==> src/logic/mac_rx_classify_regs.svh <==
/*
 Register offsets, field positions, reset values and counts for the receive
 classifier, management shifter and MII/RMII mapper. Assumes a plain
 one-cycle register port and a 100 MHz system clock.
*/
// Overview of operation
// - Copy-all mode stores every clean received frame, whatever its address.
// - Copy-all still drops long, short, bad-FCS and receive-error frames.
// - Configuration bit 19 keeps frames whose FCS check failed.
// - Type match value compared to bytes 13-14; equal sets status bit 22.
// - Type match value resets to zero.
// - Type match never changes whether a frame is stored.
// - VLAN tag is 0x8100 then priority, CFI and a 12-bit VID.
// - Configuration bit 8 raises the length limit from 1518 to 1536.
// - Status bit 21 set when the type field is 0x8100.
// - Status bit 20 set for tagged frames with null VID, with bit 21.
// - Tagged frames copy priority into bits 19:17 and CFI into bit 16.
// - Writing the management register starts a shift; status bit 2 ends it.
// - Divider setting bits 11:10 = 2'b10 gives about 2000 clocks.
// - Completion pulse rises together with the status bit.
// - Each MDC cycle after the 32-bit preamble loads the LSB from MDIO and drives the MSB out, except from turnaround on in reads.
// - Reads mid-shift return the partly shifted register.
// - After the shift bits are back in place; reads hold PHY data.
// - RMII select bit picks RMII when set, MII when clear.
// - RMII moves 2-bit data at twice the rate on the reference clock.
// - RMII combines carrier sense with data valid; TX error, collision unused.
`ifndef MAC_RX_CLASSIFY_REGS_SVH
`define MAC_RX_CLASSIFY_REGS_SVH
`define OFF_NCFGR     8'h04
`define OFF_NSR       8'h08
`define OFF_MAN       8'h34
`define OFF_TYPE      8'hb8
`define OFF_USRIO     8'hc0
`define OFF_RXSTAT    8'hd0
`define NCFGR_RST     32'h0000_0800
`define CFG_COPY_ALL  4
`define CFG_BIG       8
`define CFG_DIV_LO    10
`define CFG_DIV_HI    11
`define CFG_IGN_FCS   19
`define NSR_IDLE      2
`define USRIO_RMII    0
`define ST_TYPE_HIT   22
`define ST_VLAN       21
`define ST_PRIO_TAG   20
`define ST_PRIO_HI    19
`define ST_PRIO_LO    17
`define ST_CFI        16
`define TPID_VLAN     16'h8100
`define VID_NULL      12'h000
`define SFD_BYTE      8'hd5
`define CRC_INIT      32'hffff_ffff
`define CRC_POLY      32'hedb8_8320
`define CRC_RESIDUE   32'hdebb_20e3
`define LEN_MIN       14'h0040
`define LEN_MAX       14'h05ee
`define LEN_MAX_BIG   14'h0600
`define LEN_SAT       14'h3fff
`define BYTE_TYPE_HI  14'h000c
`define BYTE_TYPE_LO  14'h000d
`define BYTE_TCI_HI   14'h000e
`define BYTE_TCI_LO   14'h000f
`define MDC_HALF_BASE 6'h04
`define MGMT_PRE      7'h20
`define MGMT_TA       7'h2e
`define MGMT_LAST     7'h3f
`define MGMT_NOM_CYC  12'h800
`define READ_OP_BIT   29
`endif

==> src/logic/mac_rx_pkg.sv <==
/*
 Types shared by the receive classifier.
 Assumes the constants header is included beside it.
*/
package mac_rx_pkg;
   typedef enum logic [1:0] {
      RX_IDLE = 2'b00,
      RX_HUNT = 2'b01,
      RX_DATA = 2'b10
   } rx_state_t;
endpackage

==> src/logic/mac_rx_classify_mdio_phy_if.sv <==
/*
 Receive classification, management shift register with MDC divider and
 MII/RMII pin mapping for a 10/100 MAC. Assumes link pins arrive
 asynchronously and the MAC core and address filter share clk_sys_i.
*/
// The plain strobed port and the placing of the registers are this design's own decisions.
`timescale 1ns/1ps
`include "mac_rx_classify_regs.svh"
module mac_rx_classify_mdio_phy_if (
   // Clock and reset
   input  wire logic        clk_sys_i,
   input  wire logic        sys_rst_i,
   // Register port
   input  wire logic [7:0]  reg_addr_i,
   input  wire logic [31:0] reg_wdata_i,
   input  wire logic        reg_wr_i,
   input  wire logic        reg_rd_i,
   output logic      [31:0] reg_rdata_o,
   // Management link
   output logic             mdc_o,
   input  wire logic        mdio_i,
   output logic             mdio_o,
   output logic             mdio_oe_n_o,
   output logic             mgmt_done_o,
   // Receive pins
   input  wire logic        rx_clock_pin_i,
   input  wire logic        tx_clock_or_ref_clock_pin_i,
   input  wire logic [3:0]  rx_data_pins_i,
   input  wire logic        rx_data_valid_pin_i,
   input  wire logic        rx_error_pin_i,
   input  wire logic        carrier_sense_pin_i,
   input  wire logic        collision_detect_pin_i,
   // Transmit pins
   output logic             tx_enable_pin_o,
   output logic      [3:0]  tx_data_pins_o,
   output logic             tx_error_pin_o,
   // MAC core side
   input  wire logic [3:0]  tx_nibble_i,
   input  wire logic        tx_en_i,
   input  wire logic        tx_err_i,
   output logic             tx_nibble_take_o,
   input  wire logic        addr_match_i,
   output logic             crs_o,
   output logic             col_o,
   output logic             rx_done_o,
   output logic             rx_accept_o,
   output logic      [31:0] rx_status_o
);
   import mac_rx_pkg::*;

   function automatic logic [31:0] crc_byte(input logic [31:0] c, input logic [7:0] d);
      logic [31:0] r;
      r = c;
      for (int i = 0; i < 8; i++) begin
         r = (r[0] ^ d[i]) ? ((r >> 1) ^ `CRC_POLY) : (r >> 1);
      end
      return r;
   endfunction

   // Registers
   logic [31:0] ncfgr;
   logic [31:0] man_sr;
   logic [15:0] type_match;
   logic        rmii_sel;
   logic        mgmt_idle;

   // Two-stage pin synchronisers, third stage for edges
   logic [12:0] pin_s1;
   logic [12:0] pin_s2;
   logic        rxck_s3;
   logic        txck_s3;
   logic        rxck_s;
   logic        txck_s;
   logic [3:0]  rxd_s;
   logic        rxdv_s;
   logic        rxer_s;
   logic        mdio_s;
   logic        rx_edge;
   logic        tx_edge;

   always_ff @(posedge clk_sys_i or posedge sys_rst_i) begin
      if (sys_rst_i) begin
         pin_s1  <= '0;
         pin_s2  <= '0;
         rxck_s3 <= 1'b0;
         txck_s3 <= 1'b0;
      end else begin
         pin_s1  <= {mdio_i, carrier_sense_pin_i, collision_detect_pin_i, rx_error_pin_i,
                     rx_data_valid_pin_i, rx_data_pins_i, tx_clock_or_ref_clock_pin_i,
                     rx_clock_pin_i, 2'b00};
         pin_s2  <= pin_s1;
         rxck_s3 <= rxck_s;
         txck_s3 <= txck_s;
      end
   end

   assign rxck_s = rmii_sel ? pin_s2[3] : pin_s2[2];
   assign txck_s = pin_s2[3];
   assign rxd_s  = pin_s2[7:4];
   assign rxdv_s = pin_s2[8];
   assign rxer_s = pin_s2[9];
   assign mdio_s = pin_s2[12];
   // RMII receive is timed by the reference clock
   assign rx_edge = rxck_s & ~rxck_s3;
   assign tx_edge = txck_s & ~txck_s3;

   // Register writes
   always_ff @(posedge clk_sys_i or posedge sys_rst_i) begin
      if (sys_rst_i) begin
         ncfgr      <= `NCFGR_RST;
         type_match <= 16'h0000;
         rmii_sel   <= 1'b0;
      end else if (reg_wr_i) begin
         case (reg_addr_i)
            `OFF_NCFGR: ncfgr      <= reg_wdata_i;
            `OFF_TYPE:  type_match <= reg_wdata_i[15:0];
            `OFF_USRIO: rmii_sel   <= reg_wdata_i[`USRIO_RMII];
            default:    ncfgr      <= ncfgr;
         endcase
      end
   end

   // Read data, one cycle after the strobe
   always_ff @(posedge clk_sys_i or posedge sys_rst_i) begin
      if (sys_rst_i) begin
         reg_rdata_o <= 32'h0000_0000;
      end else if (reg_rd_i) begin
         case (reg_addr_i)
            `OFF_NCFGR:  reg_rdata_o <= ncfgr;
            `OFF_NSR:    reg_rdata_o <= 32'(mgmt_idle) << `NSR_IDLE;
            `OFF_MAN:    reg_rdata_o <= man_sr;
            `OFF_TYPE:   reg_rdata_o <= {16'h0000, type_match};
            `OFF_USRIO:  reg_rdata_o <= {31'h0, rmii_sel};
            `OFF_RXSTAT: reg_rdata_o <= rx_status_o;
            default:     reg_rdata_o <= 32'h0000_0000;
         endcase
      end else begin
         reg_rdata_o <= 32'h0000_0000;
      end
   end

   // Management shifter
   logic       mgmt_busy;
   logic       read_op;
   logic [5:0] div_cnt;
   logic [6:0] bit_cnt;
   logic [5:0] half;
   logic       mdc_rise;
   logic       mdc_fall;
   logic       man_wr;

   // divider chosen by bits 11:10, 8/16/32/64 clocks per MDC
   assign half     = 6'(`MDC_HALF_BASE << ncfgr[`CFG_DIV_HI:`CFG_DIV_LO]);
   assign mdc_rise = mgmt_busy && (div_cnt == half - 6'h01);
   assign mdc_fall = mgmt_busy && (div_cnt == {half[4:0], 1'b0} - 6'h01);
   assign man_wr   = reg_wr_i && (reg_addr_i == `OFF_MAN);

   always_ff @(posedge clk_sys_i or posedge sys_rst_i) begin
      if (sys_rst_i) begin
         man_sr      <= 32'h0000_0000;
         mgmt_busy   <= 1'b0;
         mgmt_idle   <= 1'b1;
         mgmt_done_o <= 1'b0;
         read_op     <= 1'b0;
         div_cnt     <= 6'h00;
         bit_cnt     <= 7'h00;
         mdc_o       <= 1'b0;
         mdio_o      <= 1'b1;
         mdio_oe_n_o <= 1'b1;
      end else if (man_wr) begin
         // a write starts the shift; frame image is taken as given
         man_sr      <= reg_wdata_i;
         read_op     <= reg_wdata_i[`READ_OP_BIT];
         mgmt_busy   <= 1'b1;
         mgmt_idle   <= 1'b0;
         mgmt_done_o <= 1'b0;
         div_cnt     <= 6'h00;
         bit_cnt     <= 7'h00;
         mdc_o       <= 1'b0;
         mdio_o      <= 1'b1;
         mdio_oe_n_o <= 1'b0;
      end else begin
         mgmt_done_o <= 1'b0;
         if (mgmt_busy) begin
            div_cnt <= div_cnt + 6'h01;
         end
         if (mdc_rise) begin
            mdc_o <= 1'b1;
            // LSB loads from MDIO; the 32 shifts rotate back
            if (bit_cnt >= `MGMT_PRE) begin
               man_sr <= {man_sr[30:0], mdio_s};
            end
         end
         if (mdc_fall) begin
            div_cnt <= 6'h00;
            mdc_o   <= 1'b0;
            bit_cnt <= bit_cnt + 7'h01;
            if (bit_cnt == `MGMT_LAST) begin
               // completion pulse with the status bit
               mgmt_busy   <= 1'b0;
               mgmt_idle   <= 1'b1;
               mgmt_done_o <= 1'b1;
               mdio_o      <= 1'b1;
               mdio_oe_n_o <= 1'b1;
            end else begin
               // MSB driven out; preamble ones before it
               mdio_o      <= (bit_cnt + 7'h01 >= `MGMT_PRE) ? man_sr[31] : 1'b1;
               // Release the line from turnaround on for reads
               mdio_oe_n_o <= read_op && (bit_cnt + 7'h01 >= `MGMT_TA);
            end
         end
      end
   end

   // Receive byte assembly and classification
   rx_state_t   rx_state;
   logic [7:0]  byte_sr;
   logic [7:0]  next_byte;
   logic [1:0]  unit_cnt;
   logic        last_unit;
   logic [13:0] byte_cnt;
   logic [31:0] crc;
   logic        rxer_seen;
   logic [15:0] rx_type;
   logic [15:0] rx_tci;
   logic        len_bad;
   logic        frame_clean;
   logic        vlan;
   logic        frame_end;

   always_comb begin
      // dibits in RMII, nibbles in MII, LSB first
      next_byte = rmii_sel ? {rxd_s[1:0], byte_sr[7:2]} : {rxd_s, byte_sr[7:4]};
      last_unit = rmii_sel ? (unit_cnt == 2'b11) : (unit_cnt == 2'b01);
   end

   // long frames allowed by bit 8
   assign len_bad     = (byte_cnt < `LEN_MIN) ||
                        (byte_cnt > (ncfgr[`CFG_BIG] ? `LEN_MAX_BIG : `LEN_MAX));
   // length, FCS and receive error all disqualify; bit 19 lets FCS pass
   assign frame_clean = !rxer_seen && !len_bad &&
                        ((crc == `CRC_RESIDUE) || ncfgr[`CFG_IGN_FCS]);
   assign vlan        = (rx_type == `TPID_VLAN);
   assign frame_end   = rx_edge && !rxdv_s && (rx_state == RX_DATA);

   always_ff @(posedge clk_sys_i or posedge sys_rst_i) begin
      if (sys_rst_i) begin
         rx_state  <= RX_IDLE;
         byte_sr   <= 8'h00;
         unit_cnt  <= 2'b00;
         byte_cnt  <= 14'h0000;
         crc       <= `CRC_INIT;
         rxer_seen <= 1'b0;
         rx_type   <= 16'h0000;
         rx_tci    <= 16'h0000;
      end else if (rx_edge) begin
         if (rxdv_s && rxer_s) begin
            rxer_seen <= 1'b1;
         end
         case (rx_state)
            RX_IDLE: begin
               rxer_seen <= rxdv_s && rxer_s;
               if (rxdv_s) begin
                  rx_state <= RX_HUNT;
                  byte_sr  <= next_byte;
               end
            end
            RX_HUNT: begin
               byte_sr <= next_byte;
               if (!rxdv_s) begin
                  rx_state <= RX_IDLE;
               end else if (next_byte == `SFD_BYTE) begin
                  rx_state <= RX_DATA;
                  unit_cnt <= 2'b00;
                  byte_cnt <= 14'h0000;
                  crc      <= `CRC_INIT;
               end
            end
            RX_DATA: begin
               if (!rxdv_s) begin
                  rx_state <= RX_IDLE;
               end else begin
                  byte_sr  <= next_byte;
                  unit_cnt <= last_unit ? 2'b00 : unit_cnt + 2'b01;
                  if (last_unit) begin
                     crc <= crc_byte(crc, next_byte);
                     if (byte_cnt != `LEN_SAT) begin
                        byte_cnt <= byte_cnt + 14'h0001;
                     end
                     // bytes 13 and 14 form the length/type field
                     if (byte_cnt == `BYTE_TYPE_HI) rx_type[15:8] <= next_byte;
                     if (byte_cnt == `BYTE_TYPE_LO) rx_type[7:0]  <= next_byte;
                     if (byte_cnt == `BYTE_TCI_HI)  rx_tci[15:8]  <= next_byte;
                     if (byte_cnt == `BYTE_TCI_LO)  rx_tci[7:0]   <= next_byte;
                  end
               end
            end
            default: rx_state <= RX_IDLE;
         endcase
      end
   end

   // Frame verdict and descriptor status
   always_ff @(posedge clk_sys_i or posedge sys_rst_i) begin
      if (sys_rst_i) begin
         rx_done_o   <= 1'b0;
         rx_accept_o <= 1'b0;
         rx_status_o <= 32'h0000_0000;
      end else begin
         rx_done_o <= frame_end;
         if (frame_end) begin
            // copy-all stores any clean frame; type match not used here
            rx_accept_o <= frame_clean && (ncfgr[`CFG_COPY_ALL] || addr_match_i);
            rx_status_o <= 32'h0000_0000;
            rx_status_o[`ST_TYPE_HIT] <= (rx_type == type_match);
            rx_status_o[`ST_VLAN]     <= vlan;
            // null VID marks a priority tag
            rx_status_o[`ST_PRIO_TAG] <= vlan && (rx_tci[11:0] == `VID_NULL);
            // priority and CFI copied for tagged frames
            rx_status_o[`ST_PRIO_HI:`ST_PRIO_LO] <= vlan ? rx_tci[15:13] : 3'b000;
            rx_status_o[`ST_CFI]      <= vlan && rx_tci[12];
         end else begin
            rx_accept_o <= 1'b0;
         end
      end
   end

   // Pin mapping
   logic tx_phase;

   always_ff @(posedge clk_sys_i or posedge sys_rst_i) begin
      if (sys_rst_i) begin
         crs_o            <= 1'b0;
         col_o            <= 1'b0;
         tx_enable_pin_o  <= 1'b0;
         tx_data_pins_o   <= 4'h0;
         tx_error_pin_o   <= 1'b0;
         tx_nibble_take_o <= 1'b0;
         tx_phase         <= 1'b0;
      end else begin
         // RMII when the select bit is set
         // combined carrier/valid in RMII, collision unused
         crs_o <= rmii_sel ? rxdv_s : pin_s2[11];
         col_o <= rmii_sel ? 1'b0 : pin_s2[10];
         tx_nibble_take_o <= 1'b0;
         if (tx_edge) begin
            tx_enable_pin_o <= tx_en_i;
            if (rmii_sel) begin
               // two dibits per nibble, low pair first
               tx_data_pins_o   <= {2'b00, tx_phase ? tx_nibble_i[3:2] : tx_nibble_i[1:0]};
               tx_error_pin_o   <= 1'b0;
               tx_nibble_take_o <= tx_phase;
               tx_phase         <= ~tx_phase;
            end else begin
               tx_data_pins_o   <= tx_nibble_i;
               tx_error_pin_o   <= tx_err_i;
               tx_nibble_take_o <= 1'b1;
               tx_phase         <= 1'b0;
            end
         end
      end
   end

   logic [11:0] busy_cycles;
   logic [31:0] man_start;

   always_ff @(posedge clk_sys_i or posedge sys_rst_i) begin
      if (sys_rst_i) begin
         busy_cycles <= 12'h000;
         man_start   <= 32'h0000_0000;
      end else if (man_wr) begin
         busy_cycles <= 12'h000;
         man_start   <= reg_wdata_i;
      end else if (mgmt_busy) begin
         busy_cycles <= busy_cycles + 12'h001;
      end
   end
endmodule

==> config.mk <==
export PLATFORM = sky130hd
export DESIGN_NAME = mac_rx_classify_mdio_phy_if
export DESIGN_NICKNAME = d
export VERILOG_FILES = /design/src/logic/mac_rx_pkg.sv /design/src/logic/mac_rx_classify_mdio_phy_if.sv
export VERILOG_INCLUDE_DIRS = /design/src /design/src/logic
export SDC_FILE = /design/constraint.sdc
export NUM_CORES = 1
export LEC_CHECK = 0
export BUFFER_PORTS_ARGS = -buffer_cell sky130_fd_sc_hd__clkbuf_2
export CORE_MARGIN = 10
export CORE_UTILIZATION = 45
export CTS_CLUSTER_DIAMETER = 80
export CTS_CLUSTER_SIZE = 25
export DETAILED_ROUTE_END_ITERATION = 10
export GPL_TIMING_DRIVEN = 0
export PLACE_DENSITY_LB_ADDON = 0.25
export SLEW_MARGIN = 20
export SYNTH_ARGS = -nofsm -noshare
export SYNTH_HDL_FRONTEND = slang
export SYNTH_SLANG_ARGS = --single-unit
==> constraint.sdc <==
create_clock -name clk_sys_i -period 20.6 [get_ports clk_sys_i]
set_clock_uncertainty 0.15 [all_clocks]
set_input_delay 4.12 -clock clk_sys_i [delete_from_list [all_inputs] [get_ports clk_sys_i]]
set_output_delay 4.12 -clock clk_sys_i [all_outputs]
set_load 0.005 [all_outputs]
# Word level (Yosys, flattened, before mapping)
# Index checks and enable logic that the tools add are counted.
op_classes:
  n_eq_ne: 31
  bitwise: 21
  n_mux: 76
  magnitude_cmp: 5
  shifts: 1
  n_reduce_logical: 45
  add_sub_neg: 6
op_table:
  columns: ["cell", "n"]
  rows:
  - ["$mux W32", 16]
  - ["$pmux W32 S6", 1]
  - ["$not A13 Y14", 8]
  - ["$mux W14", 5]
  - ["$pmux W32 S2", 1]
  - ["$eq A14 B4 Y1 const B", 4]
  - ["$eq A32 B32 Y1 const B", 1]
  - ["$eq A8 B8 Y1 const B", 4]
  - ["$mux W1", 30]
  - ["$pmux W14 S2", 1]
  - ["$reduce_and A5 Y1", 5]
  - ["$ge A7 B6 Y1 const B", 3]
  - ["$mux W2", 9]
  - ["$mux W6", 3]
  - ["$eq A16 B16 Y1", 1]
  - ["$eq A16 B16 Y1 const B", 1]
  - ["$mux W8", 2]
  - ["$pmux W8 S2", 1]
  - ["$add A14 B1 Y14 const B", 1]
  - ["$gt A14 B11 Y1", 1]
  - ["$lt A14 B7 Y1 const B", 1]
  - ["$mux W7", 2]
  - ["$ne A14 B14 Y1 const B", 1]
  - ["$reduce_bool A2 Y1", 7]
  - ["other kinds (35)", 76]
totals:
  elab_cells: 223
  regBits: 267
  output_inout_bits: 79

# Logic depth before layout (Yosys ltp)
logic_depth:
  ltp_word: 20
  mapped_depth: 10
  depth_no_buf: 7

# Worst setup path before layout
# Ideal clock, no wire load.
synth_path:
  path_type: "input port to flip-flop"
  startpoint: "input port reg_addr_i[2]"
  endpoint: "register type_match[10]"
  required_time_ps: 20325
  path_buffers: 1
  stages: 6
  arrival_time_ps: 5761
  setup_slack_ps: 14564
  cell_sequence: "nor3_1 nand2_1 nor4b_4 nand2_1 clkbuf_1 mux2_2"
synth_via:
  elab_chain_len: 2
synth_lines:
  columns: ["element", "line_no", "source"]
  rows:
  - ["from (decl)", "mac_rx_classify_mdio_phy_if.sv:14", "input wire logic [7:0] reg_addr_i,"]
  - ["$eq A8 B8 Y1", "mac_rx_classify_mdio_phy_if.sv:114", "case (reg_addr_i)"]
  - ["$reduce_and A2 Y1 (no line)", null, null]
  - ["to (signal assigned)", "mac_rx_classify_mdio_phy_if.sv:116", "`OFF_TYPE: type_match <= reg_wdata_i[15:0];"]
  - ["to (decl)", "mac_rx_classify_mdio_phy_if.sv:63", "logic [15:0] type_match;"]
# No other way between the ends.
# A chain may end at the register's enable or synchronous reset.

# Final worst setup path
layout_path:
  startpoint: "input port reg_addr_i[3]"
  endpoint: "register reg_rdata_o[8]"
layout_via:
  elab_chain_len: 3
layout_lines:
  columns: ["element", "line_no", "source"]
  rows:
  - ["$eq A8 B8 Y1 (tied with other cells)", "mac_rx_classify_mdio_phy_if.sv:128", "case (reg_addr_i)"]
  - ["$pmux W32 S6 (*)", "mac_rx_classify_mdio_phy_if.sv:128", null]
  - ["$mux W32 (*)", "mac_rx_classify_mdio_phy_if.sv:127", "end else if (reg_rd_i) begin"]
  - ["to (signal assigned)", "mac_rx_classify_mdio_phy_if.sv:129", "`OFF_NCFGR: reg_rdata_o <= ncfgr;"]
  - ["to (signal assigned)", "mac_rx_classify_mdio_phy_if.sv:130", "`OFF_NSR: reg_rdata_o <= 32'(mgmt_idle) << `NSR_IDLE;"]
  - ["to (signal assigned)", "mac_rx_classify_mdio_phy_if.sv:131", "`OFF_MAN: reg_rdata_o <= man_sr;"]
  - ["to (decl)", "mac_rx_classify_mdio_phy_if.sv:18", "output logic [31:0] reg_rdata_o,"]
# Every way passes the cells marked *; elsewhere a longest branch is shown, timed or not.

==> impl_metrics.tcl <==
set metrics [dict create \
    start_util 0.455 \
    pin_count 141 \
    synth_async_sr_flop_share 1.00 \
    vias 8922 \
    slew_headroom 0.337 \
    syn_area_um2 12600 \
    port_buffers 115 \
    synth_largest_area_cell "dfrtp_1" \
    synth_area_per_cell_um2 11.1 \
    leakagePower_nw 6.65 \
    startpoint_type "primary input" \
    p_switching_w 0.000369 \
    yosysWarnings 0 \
    routedWlPerCell_um 18.3 \
    grt_pass1_vias 8945 \
    clockBufferDepth 3 \
    cts_setup_buffers 0 \
    synth_xor_area_frac 0.0821 \
    synthMuxAreaShare 0.0883 \
    wl_um 30800 \
    die_area_um2 35200 \
    end_kind "flip-flop" \
    post_cts_resized 0 \
    synth_seq_area_share 0.528 \
    synth.area.top_cells "dfrtp_1 45%, dfstp_2 7.5%, mux2_2 4.5%" \
    die_width_um 188 \
    fmax_mhz 157 \
    power_frac_seq 0.497 \
    drive_above_1_share 0.242 \
    grt_setup_unrepaired "false" \
    yosys.area_share.simple 0.125 \
    fill_cells 2547 \
    worstSetupPathType "primary input to flip-flop" \
    viasPerCell 5.29 \
    netlist_instances 1138 \
    peakVddDrop_mv 0.0689 \
    grt_pass1_wl_um 49900 \
    clk_latency_ns 0.51 \
    cp_max_fo 10 \
    fin_nets 1374 \
    fin_crit_ns 6.38 \
    cp.arrival_ns 6.65 \
    synth_edf_count 0 \
    min_path_type "flip-flop to flip-flop" \
    die_y_um 188 \
    post_dp_cell_area_um2 13800 \
    clk_transition_reported_paths_ns 0.10 \
    synth_ff_type "dfrtp_1" \
    status "finished, final reports clean" \
    maxCapViolations 0 \
    fin_crit_sh 0.310 \
    synth_most_common_cell "dfrtp_1" \
    placementRows 61 \
    dr.pass1.iters 5 \
    grt-ovfl-total 0 \
    slew_viol_final 0 \
    power_density_nw_per_um2 85.9 \
    synth-compound-area-share 0.119 \
    hold_violations 0 \
    p_comb_frac 0.209 \
    place_hpwl_um 22300 \
    area_growth_pct 13.8 \
    swShare 0.299 \
    p_int_w 0.000866 \
    cts_buffers 16 \
    antenna_found_initial 0 \
    tightest_slew_ns 0.986 \
    ys_top_cells_by_count "229 x dfrtp_1, 129 x nand2_1, 84 x nor2_1, 69 x o21ai_0, 65 x a21oi_1" \
    drc 0 \
    cts_tree "done" \
    synth_adder_area_share 0.0149 \
    routabilityCongestion 0.885 \
    ys_ff_latch 265 \
    numClockSinks 265 \
    setup_viol 0 \
    cts_htree_levels 1 \
    grt_max_degree 107 \
    stdcell_area_um2 14400 \
    whs_ns 0.203 \
    n_antenna_cell 0 \
    antenna_left 0 \
    cp.required_ns 20.87 \
    core_area_um2 27800 \
    cts_root_buf "clkbuf_16" \
    synth_top_family_by_area "simple AND/OR/NAND/NOR gates" \
    netlist.area_leader.share 0.454 \
    cts_hold_buf 0 \
    tns_ns 0 \
    synth_cell_types 77 \
    gr-usage-all-layers 0.171 \
    dr.first_iter.drc_count 656 \
    power_frac_clock 0.294 \
]
cell usage in the layout (no fill, tap or decap), types with 6 or more instances in the layout:
cell type,n
dfstp_2,36
xnor2_1,40
a22oi_1,24
nand2_1,129
dfrtp_1,229
inv_1,11
o31ai_1,7
a31oi_1,6
ha_1,15
nor4_1,14
xnor2_4,6
xnor2_2,12
or4_1,6
and3_1,6
o22a_1,8
mux2i_1,41
conb_1,25
nor2_1,84
o21ai_1,30
nand4b_1,6
a222oi_1,8
clkbuf_2,116
a21oi_1,65
xor2_1,32
clkbuf_1,33
clkbuf_16,17
nand4_1,10
buf_2,16
buf_4,26
or3_1,6
mux2_2,51
nor3_1,9
o21ai_0,69
nand3_1,16
cell families (layout without fill, tap and decap cells):
kind of cell / Yosys count / after routing
adder cells (fa/ha/maj): 15 / 15
buffers and inverters: 95 / 240
other: 1 / 25
AND/OR/NAND/NOR: 323 / 323
flip-flops: 265 / 265
multiplexers: 99 / 99
AO/OA/AOI/OAI: 248 / 248
XOR/XNOR: 92 / 92
layout make-up:
class / instances / area, um^2 / area share
flip-flops and latches: 265 / 6680 / 0.464
multi-input cells: 802 / 5520 / 0.384
repair buffers: 117 / 631 / 0.0438
plain buffers: 83 / 484 / 0.0337
well taps: 378 / 473 / 0.0329
clock buffers: 22 / 454 / 0.0316
clock inverters: 6 / 93.8 / 0.00652
inverters: 12 / 52.6 / 0.00365
worst max-delay path: stages:
cell and delay [ns]:
clkbuf_2 0.12, or4b_1 0.64, nor4_2 0.78, a31o_2 0.21, o41ai_1 0.14, clkbuf_1 0.36
a21oi_1 0.27
through the flow:
stage	std cells	power [W]	setup WS, ns	utilization
after floorplan	1162	0.000815	9.09	-
after global placement	1655	0.000873	6.00	0.496
after detailed placement	1657	0.000881	13.71	0.498
after CTS	1685	0.00125	14.25	0.518
after global routing	1685	0.00130	14.13	0.518
final	1685	0.00124	14.22	0.518
worst paths after layout:
check | start | to | slack (ns) | cells after the start
hold / removal | pin_s1[9]$_DFF_PP0_ | pin_s2[9]$_DFF_PP0_ | 0.20 | 0
max in group asynchronous | sys_rst_i | rx_done_o$_DFF_PP0_ | 15.48 | 4
setup reg to reg | rmii_sel$_DFFE_PP0P_ | rx_accept_o$_DFF_PP0_ | 17.70 | 8
setup / recovery | reg_addr_i[3] | reg_rdata_o[8]$_DFF_PP0_ | 14.22 | 7
hold reg to reg | pin_s1[9]$_DFF_PP0_ | pin_s2[9]$_DFF_PP0_ | 0.20 | 0
min in group asynchronous | sys_rst_i | unit_cnt[0]$_DFFE_PP0P_ | 3.51 | 2
per-layer routing:
layer | share of wire | track usage
met1 | 0.45 | 0.230
met4 | 0.018 | 0.0378
met5 | 0 | 0
met2 | 0.49 | 0.286
met3 | 0.041 | 0.0249
power by group through the flow:
stage | clock network (W) | logic, W | registers (W)
floorplan | 0 | 0.000203 | 0.000612
global placement | 0 | 0.000251 | 0.000622
detailed placement | 0 | 0.000257 | 0.000624
CTS | 0.000374 | 0.000259 | 0.000614
global route | 0.000391 | 0.000287 | 0.000622
finish | 0.000363 | 0.000258 | 0.000614
flip-flops by register name (all words and copies together), names as in the netlist, 6 cells and up:
register	flops
crc	32
rx_type	16
type_match	16
byte_cnt	14
rx_tci	16
div_cnt	6
byte_sr	6
ncfgr	32
man_sr	32
rx_status_o	7
bit_cnt	7
reg_rdata_o	32
pin_s2	11
pin_s1	11
Power figures use the tool's default switching activity.
